<file path="src/rtl/awt_pkg.sv">
package awt_pkg;

  ////////////////////////////////////////////////////////////////////////////
  // Register offsets on the host register port
  localparam logic [7:0] AWAKE_OFF_LOW_ADDR   = 8'h1A;
  localparam logic [7:0] AWAKE_OFF_HIGH_ADDR  = 8'h1B;
  localparam logic [7:0] ASLEEP_OFF_LOW_ADDR  = 8'h1C;
  localparam logic [7:0] ASLEEP_OFF_HIGH_ADDR = 8'h1D;
  localparam logic [7:0] LIMIT_LOW_ADDR       = 8'h1E;
  localparam logic [7:0] LIMIT_HIGH_ADDR      = 8'h1F;

  ////////////////////////////////////////////////////////////////////////////
  // Field layout and reset values
  localparam int         VALUE_W        = 12;
  localparam int         LOW_BYTE_W     = 8;
  localparam int         HIGH_NIBBLE_W  = 4;
  localparam int         FLEX_BIT       = 1;
  localparam int         POWER_W        = 2;
  localparam int         RATE_W         = 4;
  localparam int         DEC_W          = 3;
  localparam logic [7:0] LOW_RESET      = 8'h00;
  localparam logic [3:0] HIGH_RESET     = 4'h0;
  localparam logic [7:0] UNMAPPED_READ  = 8'h00;

  ////////////////////////////////////////////////////////////////////////////
  // Off-time step: 312.5 ns per count
  localparam int OFF_STEP_PS     = 312500;
  localparam int CLK_PERIOD_PS   = 25000;
  localparam int OFF_STEP_CYCLES = (OFF_STEP_PS + CLK_PERIOD_PS - 1) / CLK_PERIOD_PS;

  ////////////////////////////////////////////////////////////////////////////
  // Types
  typedef struct packed
  {
    logic change_outside;
    logic change_inside;
    logic orientation;
  } detect_events_t;

  typedef struct packed
  {
    logic [POWER_W-1:0] power_select;
    logic [RATE_W-1:0]  rate_select;
    logic [DEC_W-1:0]   decimation;
    logic [VALUE_W-1:0] off_time;
  } mode_setup_t;

  typedef struct packed
  {
    logic       wr;
    logic       rd;
    logic [7:0] addr;
    logic [7:0] wdata;
  } reg_req_t;

  typedef enum logic {MODE_AWAKE, MODE_ASLEEP} op_mode_t;

  // Upper bit of a power selection marks the flexible setting
  function automatic logic flexible_power_setting(input logic [POWER_W-1:0] sel);
    return sel[FLEX_BIT];
  endfunction

endpackage

</file>
<file path="src/rtl/off_time_timer.sv">
`timescale 1ns/1ps
module off_time_timer #(
  parameter int STEP_CYCLES = awt_pkg::OFF_STEP_CYCLES
)
(
  input  wire logic                         sys_clk_i,
  input  wire logic                         rst_n_i,
  input  wire logic                         flexible_i,
  input  wire logic [awt_pkg::VALUE_W-1:0]  off_time_i,
  input  wire logic                         odr_tick_i,
  input  wire logic                         measure_done_i,
  output logic                              sample_tick_o,
  output logic                              measure_start_o
);

  typedef enum logic {PH_MEASURE, PH_OFF} phase_t;

  phase_t                        phase;
  phase_t                        next_phase;
  logic [13:0]                   prescale;
  logic [13:0]                   next_prescale;
  logic [awt_pkg::VALUE_W-1:0]   steps;
  logic [awt_pkg::VALUE_W-1:0]   next_steps;
  logic                          next_sample_tick;
  logic                          next_measure_start;

  always_comb
  begin
    next_phase         = phase;
    next_prescale      = prescale;
    next_steps         = steps;
    next_sample_tick   = 1'b0;
    next_measure_start = 1'b0;
    if (!flexible_i)
    begin
      // Fixed rate modes take the rate timebase directly
      next_phase         = PH_MEASURE;
      next_sample_tick   = odr_tick_i;
      next_measure_start = odr_tick_i;
    end
    else
    begin
      case (phase)
        PH_MEASURE:
        begin
          if (measure_done_i)
          begin
            // Period is measurement time plus off time
            next_phase    = PH_OFF;
            next_steps    = off_time_i;
            next_prescale = 14'(STEP_CYCLES - 1);
          end
        end
        PH_OFF:
        begin
          if (prescale != 14'h0000)
            next_prescale = prescale - 14'h0001;
          else if (steps != 12'h000)
          begin
            // Value n gives n+1 steps, one step at least
            next_steps    = steps - 12'h001;
            next_prescale = 14'(STEP_CYCLES - 1);
          end
          else
          begin
            next_phase         = PH_MEASURE;
            next_sample_tick   = 1'b1;
            next_measure_start = 1'b1;
          end
        end
        default: next_phase = PH_MEASURE;
      endcase
    end
  end

  always_ff @(posedge sys_clk_i or negedge rst_n_i)
  begin
    if (!rst_n_i)
    begin
      phase           <= PH_MEASURE;
      prescale        <= 14'h0000;
      steps           <= 12'h000;
      sample_tick_o   <= 1'b0;
      measure_start_o <= 1'b0;
    end
    else
    begin
      phase           <= next_phase;
      prescale        <= next_prescale;
      steps           <= next_steps;
      sample_tick_o   <= next_sample_tick;
      measure_start_o <= next_measure_start;
    end
  end

endmodule

</file>
<file path="src/rtl/inactivity_counter.sv">
`timescale 1ns/1ps
module inactivity_counter
(
  input  wire logic                         sys_clk_i,
  input  wire logic                         rst_n_i,
  input  wire logic                         awake_i,
  input  wire logic [awt_pkg::VALUE_W-1:0]  limit_i,
  input  wire logic                         sample_tick_i,
  input  wire logic                         restart_i,
  output logic [awt_pkg::VALUE_W-1:0]       count_o,
  output logic                              expire_o
);

  logic [awt_pkg::VALUE_W-1:0] next_count;
  logic [awt_pkg::VALUE_W:0]   bumped;
  logic                        next_expire;

  always_comb
  begin
    bumped      = {1'b0, count_o} + 13'h0001;
    next_count  = count_o;
    next_expire = 1'b0;
    if (!awake_i || restart_i || limit_i == 12'h000)
      next_count = 12'h000;
    else if (sample_tick_i)
    begin
      // One count per awake sample period
      if (bumped >= {1'b0, limit_i})
      begin
        next_expire = 1'b1;
        next_count  = 12'h000;
      end
      else
        next_count = bumped[awt_pkg::VALUE_W-1:0];
    end
  end

  always_ff @(posedge sys_clk_i or negedge rst_n_i)
  begin
    if (!rst_n_i)
    begin
      count_o  <= 12'h000;
      expire_o <= 1'b0;
    end
    else
    begin
      count_o  <= next_count;
      expire_o <= next_expire;
    end
  end

endmodule

</file>
<file path="src/rtl/auto_wake_sleep_timing.sv">
`timescale 1ns/1ps
module auto_wake_sleep_timing #(
  parameter int STEP_CYCLES = awt_pkg::OFF_STEP_CYCLES
)
(
  input  wire logic                          sys_clk_i,
  input  wire logic                          rst_n_i,
  input  wire awt_pkg::reg_req_t             reg_req_i,
  input  wire logic [awt_pkg::POWER_W-1:0]   awake_power_select_i,
  input  wire logic [awt_pkg::RATE_W-1:0]    awake_rate_select_i,
  input  wire logic [awt_pkg::DEC_W-1:0]     awake_decimation_i,
  input  wire logic [awt_pkg::POWER_W-1:0]   asleep_power_select_i,
  input  wire logic [awt_pkg::RATE_W-1:0]    asleep_rate_select_i,
  input  wire logic [awt_pkg::DEC_W-1:0]     asleep_decimation_i,
  input  wire logic                          odr_tick_i,
  input  wire logic                          measure_done_i,
  input  wire awt_pkg::detect_events_t       detect_events_i,
  input  wire awt_pkg::detect_events_t       detect_enable_i,
  input  wire logic                          buffer_event_cleared_i,
  input  wire logic                          buffer_event_keeps_awake_i,
  input  wire logic                          buffer_gate_i,
  input  wire logic                          buffer_empty_i,
  output logic [7:0]                         reg_rdata_o,
  output logic                               reg_rvalid_o,
  output logic                               asleep_o,
  output logic                               mode_change_o,
  output awt_pkg::mode_setup_t               active_setup_o,
  output logic                               sample_tick_o,
  output logic                               measure_start_o,
  output logic                               buffer_accept_o,
  output logic [awt_pkg::VALUE_W-1:0]        inactivity_count_o
);

  ////////////////////////////////////////////////////////////////////////////
  // Register bank

  logic [7:0] awake_off_time_low;
  logic [3:0] awake_off_time_high;
  logic [7:0] asleep_off_time_low;
  logic [3:0] asleep_off_time_high;
  logic [7:0] inactivity_limit_low;
  logic [3:0] inactivity_limit_high;
  logic [7:0] next_awake_off_time_low;
  logic [3:0] next_awake_off_time_high;
  logic [7:0] next_asleep_off_time_low;
  logic [3:0] next_asleep_off_time_high;
  logic [7:0] next_inactivity_limit_low;
  logic [3:0] next_inactivity_limit_high;
  logic [7:0] next_reg_rdata;
  logic       next_reg_rvalid;

  always_comb
  begin
    next_awake_off_time_low    = awake_off_time_low;
    next_awake_off_time_high   = awake_off_time_high;
    next_asleep_off_time_low   = asleep_off_time_low;
    next_asleep_off_time_high  = asleep_off_time_high;
    next_inactivity_limit_low  = inactivity_limit_low;
    next_inactivity_limit_high = inactivity_limit_high;
    if (reg_req_i.wr)
    begin
      // Only the low nibble of a high register is kept
      case (reg_req_i.addr)
        awt_pkg::AWAKE_OFF_LOW_ADDR:   next_awake_off_time_low    = reg_req_i.wdata;
        awt_pkg::AWAKE_OFF_HIGH_ADDR:  next_awake_off_time_high   = reg_req_i.wdata[3:0];
        awt_pkg::ASLEEP_OFF_LOW_ADDR:  next_asleep_off_time_low   = reg_req_i.wdata;
        awt_pkg::ASLEEP_OFF_HIGH_ADDR: next_asleep_off_time_high  = reg_req_i.wdata[3:0];
        awt_pkg::LIMIT_LOW_ADDR:       next_inactivity_limit_low  = reg_req_i.wdata;
        awt_pkg::LIMIT_HIGH_ADDR:      next_inactivity_limit_high = reg_req_i.wdata[3:0];
        default:                       next_awake_off_time_low    = awake_off_time_low;
      endcase
    end
    next_reg_rvalid = reg_req_i.rd;
    next_reg_rdata  = reg_rdata_o;
    if (reg_req_i.rd)
    begin
      // Reserved bits read as zero
      case (reg_req_i.addr)
        awt_pkg::AWAKE_OFF_LOW_ADDR:   next_reg_rdata = awake_off_time_low;
        awt_pkg::AWAKE_OFF_HIGH_ADDR:  next_reg_rdata = {4'h0, awake_off_time_high};
        awt_pkg::ASLEEP_OFF_LOW_ADDR:  next_reg_rdata = asleep_off_time_low;
        awt_pkg::ASLEEP_OFF_HIGH_ADDR: next_reg_rdata = {4'h0, asleep_off_time_high};
        awt_pkg::LIMIT_LOW_ADDR:       next_reg_rdata = inactivity_limit_low;
        awt_pkg::LIMIT_HIGH_ADDR:      next_reg_rdata = {4'h0, inactivity_limit_high};
        default:                       next_reg_rdata = awt_pkg::UNMAPPED_READ;
      endcase
    end
  end

  always_ff @(posedge sys_clk_i or negedge rst_n_i)
  begin
    if (!rst_n_i)
    begin
      awake_off_time_low    <= awt_pkg::LOW_RESET;
      awake_off_time_high   <= awt_pkg::HIGH_RESET;
      asleep_off_time_low   <= awt_pkg::LOW_RESET;
      asleep_off_time_high  <= awt_pkg::HIGH_RESET;
      inactivity_limit_low  <= awt_pkg::LOW_RESET;
      inactivity_limit_high <= awt_pkg::HIGH_RESET;
      reg_rdata_o           <= 8'h00;
      reg_rvalid_o          <= 1'b0;
    end
    else
    begin
      awake_off_time_low    <= next_awake_off_time_low;
      awake_off_time_high   <= next_awake_off_time_high;
      asleep_off_time_low   <= next_asleep_off_time_low;
      asleep_off_time_high  <= next_asleep_off_time_high;
      inactivity_limit_low  <= next_inactivity_limit_low;
      inactivity_limit_high <= next_inactivity_limit_high;
      reg_rdata_o           <= next_reg_rdata;
      reg_rvalid_o          <= next_reg_rvalid;
    end
  end

  ////////////////////////////////////////////////////////////////////////////
  // Assembled 12-bit values

  logic [awt_pkg::VALUE_W-1:0] awake_off_time;
  logic [awt_pkg::VALUE_W-1:0] asleep_off_time;
  logic [awt_pkg::VALUE_W-1:0] inactivity_limit_value;
  logic                        auto_enabled;

  // Reserved upper bits never reach the value
  function automatic logic [awt_pkg::VALUE_W-1:0] join_value(
    input logic [awt_pkg::HIGH_NIBBLE_W-1:0] high,
    input logic [awt_pkg::LOW_BYTE_W-1:0]    low
  );
    return {high, low};
  endfunction

  // Off time counts only in the flexible setting
  function automatic logic [awt_pkg::VALUE_W-1:0] gated_off_time(
    input logic [awt_pkg::POWER_W-1:0] power_select,
    input logic [awt_pkg::VALUE_W-1:0] off_time
  );
    return awt_pkg::flexible_power_setting(power_select) ? off_time : 12'h000;
  endfunction

  assign awake_off_time         = join_value(awake_off_time_high, awake_off_time_low);
  assign asleep_off_time        = join_value(asleep_off_time_high, asleep_off_time_low);
  assign inactivity_limit_value = join_value(inactivity_limit_high, inactivity_limit_low);
  assign auto_enabled           = inactivity_limit_value != 12'h000;

  ////////////////////////////////////////////////////////////////////////////
  // Operating mode

  awt_pkg::op_mode_t mode;
  awt_pkg::op_mode_t next_mode;
  logic              wake_event;
  logic              restart;
  logic              expire;
  logic              next_mode_change;

  // Buffer flag clears never appear here, so they cannot wake
  assign wake_event = |(detect_events_i & detect_enable_i);
  assign restart    = wake_event
                    | (buffer_event_cleared_i & buffer_event_keeps_awake_i);

  always_comb
  begin
    next_mode = mode;
    case (mode)
      awt_pkg::MODE_AWAKE:
      begin
        if (auto_enabled && expire && !wake_event)
          next_mode = awt_pkg::MODE_ASLEEP;
      end
      awt_pkg::MODE_ASLEEP:
      begin
        // Disabling the feature also returns to awake
        if (wake_event || !auto_enabled)
          next_mode = awt_pkg::MODE_AWAKE;
      end
      default: next_mode = awt_pkg::MODE_AWAKE;
    endcase
    next_mode_change = next_mode != mode;
  end

  always_ff @(posedge sys_clk_i or negedge rst_n_i)
  begin
    if (!rst_n_i)
    begin
      mode          <= awt_pkg::MODE_AWAKE;
      asleep_o      <= 1'b0;
      mode_change_o <= 1'b0;
    end
    else
    begin
      mode          <= next_mode;
      asleep_o      <= next_mode == awt_pkg::MODE_ASLEEP;
      mode_change_o <= next_mode_change;
    end
  end

  ////////////////////////////////////////////////////////////////////////////
  // Per-mode setup

  awt_pkg::mode_setup_t next_active_setup;

  always_comb
  begin
    // Each mode takes its own selection fields
    if (next_mode == awt_pkg::MODE_ASLEEP)
    begin
      next_active_setup.power_select = asleep_power_select_i;
      next_active_setup.rate_select  = asleep_rate_select_i;
      next_active_setup.decimation   = asleep_decimation_i;
      // Off time ignored outside the flexible setting
      next_active_setup.off_time     = gated_off_time(asleep_power_select_i, asleep_off_time);
    end
    else
    begin
      next_active_setup.power_select = awake_power_select_i;
      next_active_setup.rate_select  = awake_rate_select_i;
      next_active_setup.decimation   = awake_decimation_i;
      // Awake off time hidden outside the flexible setting
      next_active_setup.off_time     = gated_off_time(awake_power_select_i, awake_off_time);
    end
  end

  always_ff @(posedge sys_clk_i or negedge rst_n_i)
  begin
    if (!rst_n_i)
      active_setup_o <= '0;
    else
      active_setup_o <= next_active_setup;
  end

  ////////////////////////////////////////////////////////////////////////////
  // Sample period and inactivity count

  off_time_timer #(
    .STEP_CYCLES (STEP_CYCLES)
  ) u_off_time_timer (
    .sys_clk_i       (sys_clk_i),
    .rst_n_i         (rst_n_i),
    .flexible_i      (awt_pkg::flexible_power_setting(active_setup_o.power_select)),
    .off_time_i      (active_setup_o.off_time),
    .odr_tick_i      (odr_tick_i),
    .measure_done_i  (measure_done_i),
    .sample_tick_o   (sample_tick_o),
    .measure_start_o (measure_start_o)
  );

  // Counts only awake periods, held clear while asleep
  // Follows the next mode, so a late tick cannot leave a count as sleep starts
  inactivity_counter u_inactivity_counter (
    .sys_clk_i     (sys_clk_i),
    .rst_n_i       (rst_n_i),
    .awake_i       (next_mode == awt_pkg::MODE_AWAKE),
    .limit_i       (inactivity_limit_value),
    .sample_tick_i (sample_tick_o),
    .restart_i     (restart),
    .count_o       (inactivity_count_o),
    .expire_o      (expire)
  );

  ////////////////////////////////////////////////////////////////////////////
  // Buffer gating after a mode change

  logic buffer_blocked;
  logic next_buffer_blocked;

  always_comb
  begin
    // Set wins over the empty release, so no mixed-rate sample slips in
    if (next_mode_change && buffer_gate_i)
      next_buffer_blocked = 1'b1;
    else if (buffer_empty_i || !buffer_gate_i)
      next_buffer_blocked = 1'b0;
    else
      next_buffer_blocked = buffer_blocked;
  end

  always_ff @(posedge sys_clk_i or negedge rst_n_i)
  begin
    if (!rst_n_i)
    begin
      buffer_blocked  <= 1'b0;
      buffer_accept_o <= 1'b1;
    end
    else
    begin
      buffer_blocked  <= next_buffer_blocked;
      buffer_accept_o <= !next_buffer_blocked;
    end
  end

endmodule

</file>
<file path="config.mk">
export PLATFORM = sky130hd
export DESIGN_NAME = auto_wake_sleep_timing
export DESIGN_NICKNAME = d
export VERILOG_FILES = /design/src/rtl/awt_pkg.sv /design/src/rtl/off_time_timer.sv /design/src/rtl/inactivity_counter.sv /design/src/rtl/auto_wake_sleep_timing.sv
export SDC_FILE = /design/constraint.sdc
export NUM_CORES = 1
export LEC_CHECK = 0
export ABC_CLOCK_PERIOD_IN_PS = 2400
export BUFFER_PORTS_ARGS = -buffer_cell sky130_fd_sc_hd__buf_2
export CORE_ASPECT_RATIO = 1.75
export CORE_UTILIZATION = 51
export DETAILED_ROUTE_END_ITERATION = 10
export PLACE_DENSITY = 0.76
export SETUP_SLACK_MARGIN = 0.1
export SLEW_MARGIN = 40
export SYNTH_ARGS = -nofsm -noshare
export SYNTH_HDL_FRONTEND = slang
export SYNTH_HIERARCHICAL = 1
export SYNTH_SLANG_ARGS = --single-unit
</file>
<file path="constraint.sdc">
create_clock -name sys_clk_i -period 2.4 [get_ports sys_clk_i]
set_clock_uncertainty 0.1 [all_clocks]
set_input_delay 0.24 -clock sys_clk_i [delete_from_list [all_inputs] [get_ports sys_clk_i]]
set_output_delay 0.24 -clock sys_clk_i [all_outputs]
set_load 0.01 [all_outputs]
</file>
Yosys cells after proc, flatten, opt, wreduce, memory -nomap -nowiden
Index checks and enable logic that the tools add are counted.

storage, ports and cells
  bits in registers = 111
  bits of input ports = 50

operators by class
  add/sub/neg operators = 3
  order comparisons = 1
  eq/ne operators = 11
  muxes and demuxes = 32
  bitwise operators = 5
  reductions and logical operators = 25

operators with widths
  operator                                                               number
  12-bit 2-to-1 mux                                                      8
  8-bit by 5-bit equality test with 1-bit output, second input constant  6
  8-bit one-hot mux with 6 select lines                                  1
  14-bit 2-to-1 mux                                                      3
  14-bit one-hot mux with 2 select lines                                 1
  12-bit one-hot mux with 2 select lines                                 1
  12-bit nonzero test                                                    2
  21-bit 2-to-1 mux                                                      1
  1-bit 2-to-1 mux                                                       15
  14-bit nonzero test                                                    1
  14-bit by 1-bit subtractor with 14-bit output, second input constant   1
  12-bit by 1-bit adder with 13-bit output, second input constant        1
  13-bit by 12-bit >= comparator with 1-bit output                       1
  12-bit zero test                                                       1
  2-bit AND reduction                                                    6
  12-bit by 1-bit subtractor with 12-bit output, second input constant   1
  2-bit != test, second input constant                                   3
  1-bit zero test                                                        4
  1-bit logical OR                                                       4
  1-bit one-hot mux with 2 select lines                                  2
  4-bit AND reduction                                                    1
  3-bit bitwise AND                                                      1
  1-bit logical AND                                                      3
  3-bit != test, second input constant                                   1
  7 further kinds                                                        8

Logic depth before layout (Yosys ltp)
  depth in word-level cells = 10
  mapped depth = 13
  depth with buffers taken out = 12

Modules after synthesis
Netlist, hierarchy kept.

modules (own cells, without submodules)
  module                  instances  cells each  area each (um^2)  sequential area each (um^2)
  auto_wake_sleep_timing  1          245         3145.5            1752.9
  off_time_timer          1          200         1761.7            700.7
  inactivity_counter      1          134         1103.6            325.3

Least setup slack after synthesis
No wires, ideal clock.

  kind = register to register
  start = register u_inactivity_counter/count_o[3] (netlist name)
  end = register u_inactivity_counter/count_o[4] (netlist name)
  setup time = 0.065 ns
  data arrival time = 2.535 ns
  data required time = 2.235 ns
  slack = -0.300 ns
  stages on the path, launching flop included = 13
  path buffers = 1
  cell sequence = dfrtp_1 -> and4_4 -> and3_4 -> nand2b_2 -> or3_4 -> nand2_1 -> ha_1 -> nor2b_1 -> a311oi_2 -> nand4b_1 -> buf_6 -> nand2b_1 -> nand2_1

on the way
  longest elaborated chain between the ends = 5

ends and longest elaborated chain
  item                                              RTL line                  source
  start, declared                                   inactivity_counter.sv:10  output logic [awt_pkg::VALUE_W-1:0] count_o,
  start signal, assigned                            inactivity_counter.sv:47  count_o <= next_count;
  12-bit by 1-bit adder with 13-bit output *        inactivity_counter.sv:20  bumped = {1'b0, count_o} + 13'h0001;
  13-bit by 12-bit >= comparator with 1-bit output  inactivity_counter.sv:28  if (bumped >= {1'b0, limit_i})
  12-bit 2-to-1 mux *                               inactivity_counter.sv:28
  12-bit 2-to-1 mux *                               inactivity_counter.sv:25  else if (sample_tick_i)
  12-bit 2-to-1 mux *                               inactivity_counter.sv:23  if (!awake_i || restart_i || limit_i == 12'h000)

Every way passes the cells marked *; elsewhere a longest branch is shown, timed or not. The select of a mux whose other input is x is not followed.
A chain may end at the register's enable or synchronous reset.

Final worst setup path
  start = register u_inactivity_counter/count_o[4] (netlist name)
  end = register u_inactivity_counter/count_o[11] (netlist name)

The elaborated chain is that of the path after synthesis.

==> results.yml <==
critical_path:
  worst_ep_arrival_time_ns: 2.97
  crit_path_start_kind: "flop"
  cp_max_fo: 9
  crit_required_ns: 2.59
  cp-end-kind: "flop"
  crit_type: "reg2reg"
place:
  dp_hpwl_um: 12100
  portBuffers: 96
  place_area_um2: 7150
  dp_slack_ns: -0.296
  gp_congestion: 0.940
cts:
  tritoncts: "yes"
  cts-root-buf: "clkbuf_16"
  cts_buffers: 9
  clock-sinks: 111
  clk_pin_slew_ns: 0.07
  clk_latency_ns: 0.35
  h-tree-depth: 3
  cts_buffer_depth: 2
power_and_ir_drop:
  p_int_mw: 3.38
  ir_drop_mv: 0.401
  pwr-share-comb_pct: 21.2
  p_sw_share_pct: 28.9
  switchingPower_mw: 1.38
  p_leak_nw: 3.78
  clkPwrFrac_pct: 34.3
  power_density_nw_per_um2: 614
  power_mw: 4.76
  power.share.sequential_pct: 44.5
global_routing:
  grt_pass1_vias: 5427
  grtUsageTotal_pct: 27.1
  grt_overflow: 0
  grt_antenna_before_repair: 0
  grt_max_degree: 56
  grt_pass1_wl_um: 26100
layout:
  multi_input_area_um2: 3230
  final_common_cell: "dfrtp_1"
  drive_gt1_share_pct: 41.5
  syn2layout_area_growth_pct: 28.9
  nets: 809
  seq_area_um2: 2780
  insertedDiodeCount: 0
  final_cell_mix: "dfrtp_1 (107), buf_2 (95), buf_4 (73)"
  stdcell_area_um2: 7750
  fillCellCount: 888
sta:
  setup_violations: 16
  setup_slack_ns: -0.380
  hold_viol_final: 0
  hold-worst-slack_ns: 0.0144
  drv_slew: 0
  min_period_ns: 2.78
  rsz0062_at_grt: "true"
  final.period_utilization_pct: 116
  fmax_ghz: 0.360
  worst_slew_pin_slew_ns: 0.660
  slew_headroom_pct: 55.6
die:
  die_y_um: 146
  die_width_um: 84.1
  num_rows: 52
  io_pins: 97
  start_util_pct: 52.2
  die_area_um2: 12200
  core-area_um2: 11500
route:
  vias_per_cell: 5.96
  wl_per_cell_um: 18.6
  antenna_left: 0
  routed_wl_um: 16400
  drc: 6
  dr.pass1.iters: 7
  vias: 5258
  drt_iter0_drc: 321
yosys:
  synthesis.instances: 579
  synth_nets: 646
  ys_types: 75
  avgSynthCellArea_um2: 10.4
  ys_ff_latch: 111
  ys_seq_area_share_pct: 46.2
  syn_area_um2: 6010
  synthFlopType: "dfrtp_1"
  ys_warn_count: 6
  synthArstFlopShare_pct: 100
  synth_edf_count: 0
outcome:
  run_status: "finished, violations left"
  failed_checks: "design-rule violations, negative setup slack"
run:
  drv_cap: 0
min_path:
  hold_class: "in2reg"
## power by group through the flow
stage | registers [mW] | logic (mW) | clock network [mW]
after floorplan | 2.14 | 0.506 | 0
after global placement | 2.13 | 0.848 | 0
after detailed placement | 2.14 | 0.888 | 0
after CTS | 2.11 | 0.964 | 1.66
after global routing | 2.13 | 1.09 | 1.75
final | 2.12 | 1.01 | 1.63
## what timing repair did
| item | in CTS | in global routing |
|---|---|---|
| resized for setup | 27 | 15 |
| cloned | 1 | 0 |
| hold buffers | 2 | 0 |
| setup buffers | 5 | 3 |
| pin swaps | 20 | 8 |
| endpoints found under the setup margin | 33 | 38 |
| hold endpoints to repair | 28 | 0 |
## synthesized netlist by cell type (4+ instances only)
cell type  number  area share, %
nand3_1        20            1.7
or4_1           7           0.87
nor2b_1         7           0.73
inv_1          29            1.8
a21oi_1        16            1.3
o22ai_1        17            1.8
clkbuf_1       16            1.0
nor4_1          8           0.83
nor3_1          7           0.58
nand2b_1       12            1.2
buf_6           4           0.75
nor2_1         23            1.4
or3_1           5           0.52
a22oi_1         8            1.0
o21ai_1         5           0.42
ha_1           17            3.5
o21ai_0        31            2.6
nand2_1        70            4.4
mux2_4          6            1.5
o31ai_1         4           0.50
nand3b_1        4           0.50
mux2i_1        27            4.5
a21o_1          4           0.50
nand4_1         6           0.62
a21oi_2         4           0.58
dfrtp_1       110             46
mux2_2         45            8.4
## cell families after synthesis
family / after synthesis / synth area share [%]
fa+ha+maj: 17 / 3.54
mux: 78 / 14.4
buf+inv: 55 / 4.12
flops: 111 / 46.2
simple gates: 201 / 18.8
xor+xnor: 6 / 0.874
compound gates: 111 / 12.1
## routing by layer
layer / GRT usage (%) / wire length [µm] / share of wire (%)
met1: 28.0 / 5810 / 35
met3: 3.97 / 644 / 3.9
met2: 51.4 / 9180 / 56
met4: 15.0 / 741 / 4.5
met5: 0 / 0 / 0
## critical path: stages (launching register included)
cell and delay, ns:
dfrtp_2 0.36, and4_4 0.22, and3_4 0.21, nand4_1 0.17, xnor2_2 0.25, ha_1 0.30, a21oi_2 0.20, nor2b_4 0.05
a311oi_2 0.25, nand4b_1 0.20, buf_6 0.19, a21oi_2 0.11, a21o_1 0.11
## registers in the layout, summed over array words and instances (netlist names), 4 cells and up
name                          count
reg_rdata_o                       8
u_off_time_timer/steps           12
asleep_off_time_high              4
inactivity_limit_high             4
u_inactivity_counter/count_o     12
u_off_time_timer/prescale        14
asleep_off_time_low               8
awake_off_time_high               4
active_setup_o                   21
awake_off_time_low                8
inactivity_limit_low              8
## stage by stage
stage / instances / util (%) / TNS, ns
detailed placement: 855 / 62.1 / -3.51
global placement: 855 / 62.1 / -0.983
global route: 882 / 67.3 / -5.84
floorplan: 579 / - / -1.16
CTS: 879 / 66.4 / -3.19
finish: 882 / 67.3 / -4.31
## area by class of cell
class | count | share of cell area (%)
flip-flops and latches | 111 | 35.9
repair buffers | 176 | 14.5
clock inverters | 7 | 1.32
clock buffers | 9 | 2.91
multi-input cells | 414 | 41.8
well taps | 135 | 2.18
inverters | 30 | 1.45
## final timing paths
kind	cells past startpoint	slack [ns]	start	end
worst min-delay path	2	0.01	asleep_power_select_i[0]	active_setup_o[19]$_DFF_PN0_
min in group asynchronous	2	0.26	rst_n_i	active_setup_o[18]$_DFF_PN0_
worst max register to register	12	-0.38	u_inactivity_counter/count_o[4]$_DFFE_PN0P_	u_inactivity_counter/count_o[11]$_DFFE_PN0P_
worst max-delay path	12	-0.38	u_inactivity_counter/count_o[4]$_DFFE_PN0P_	u_inactivity_counter/count_o[11]$_DFFE_PN0P_
worst min register to register	1	0.40	u_off_time_timer/prescale[13]$_DFFE_PN0P_	u_off_time_timer/prescale[13]$_DFFE_PN0P_
max in group asynchronous	3	1.19	rst_n_i	u_inactivity_counter/count_o[4]$_DFFE_PN0P_
Power figures use the tool's default switching activity.
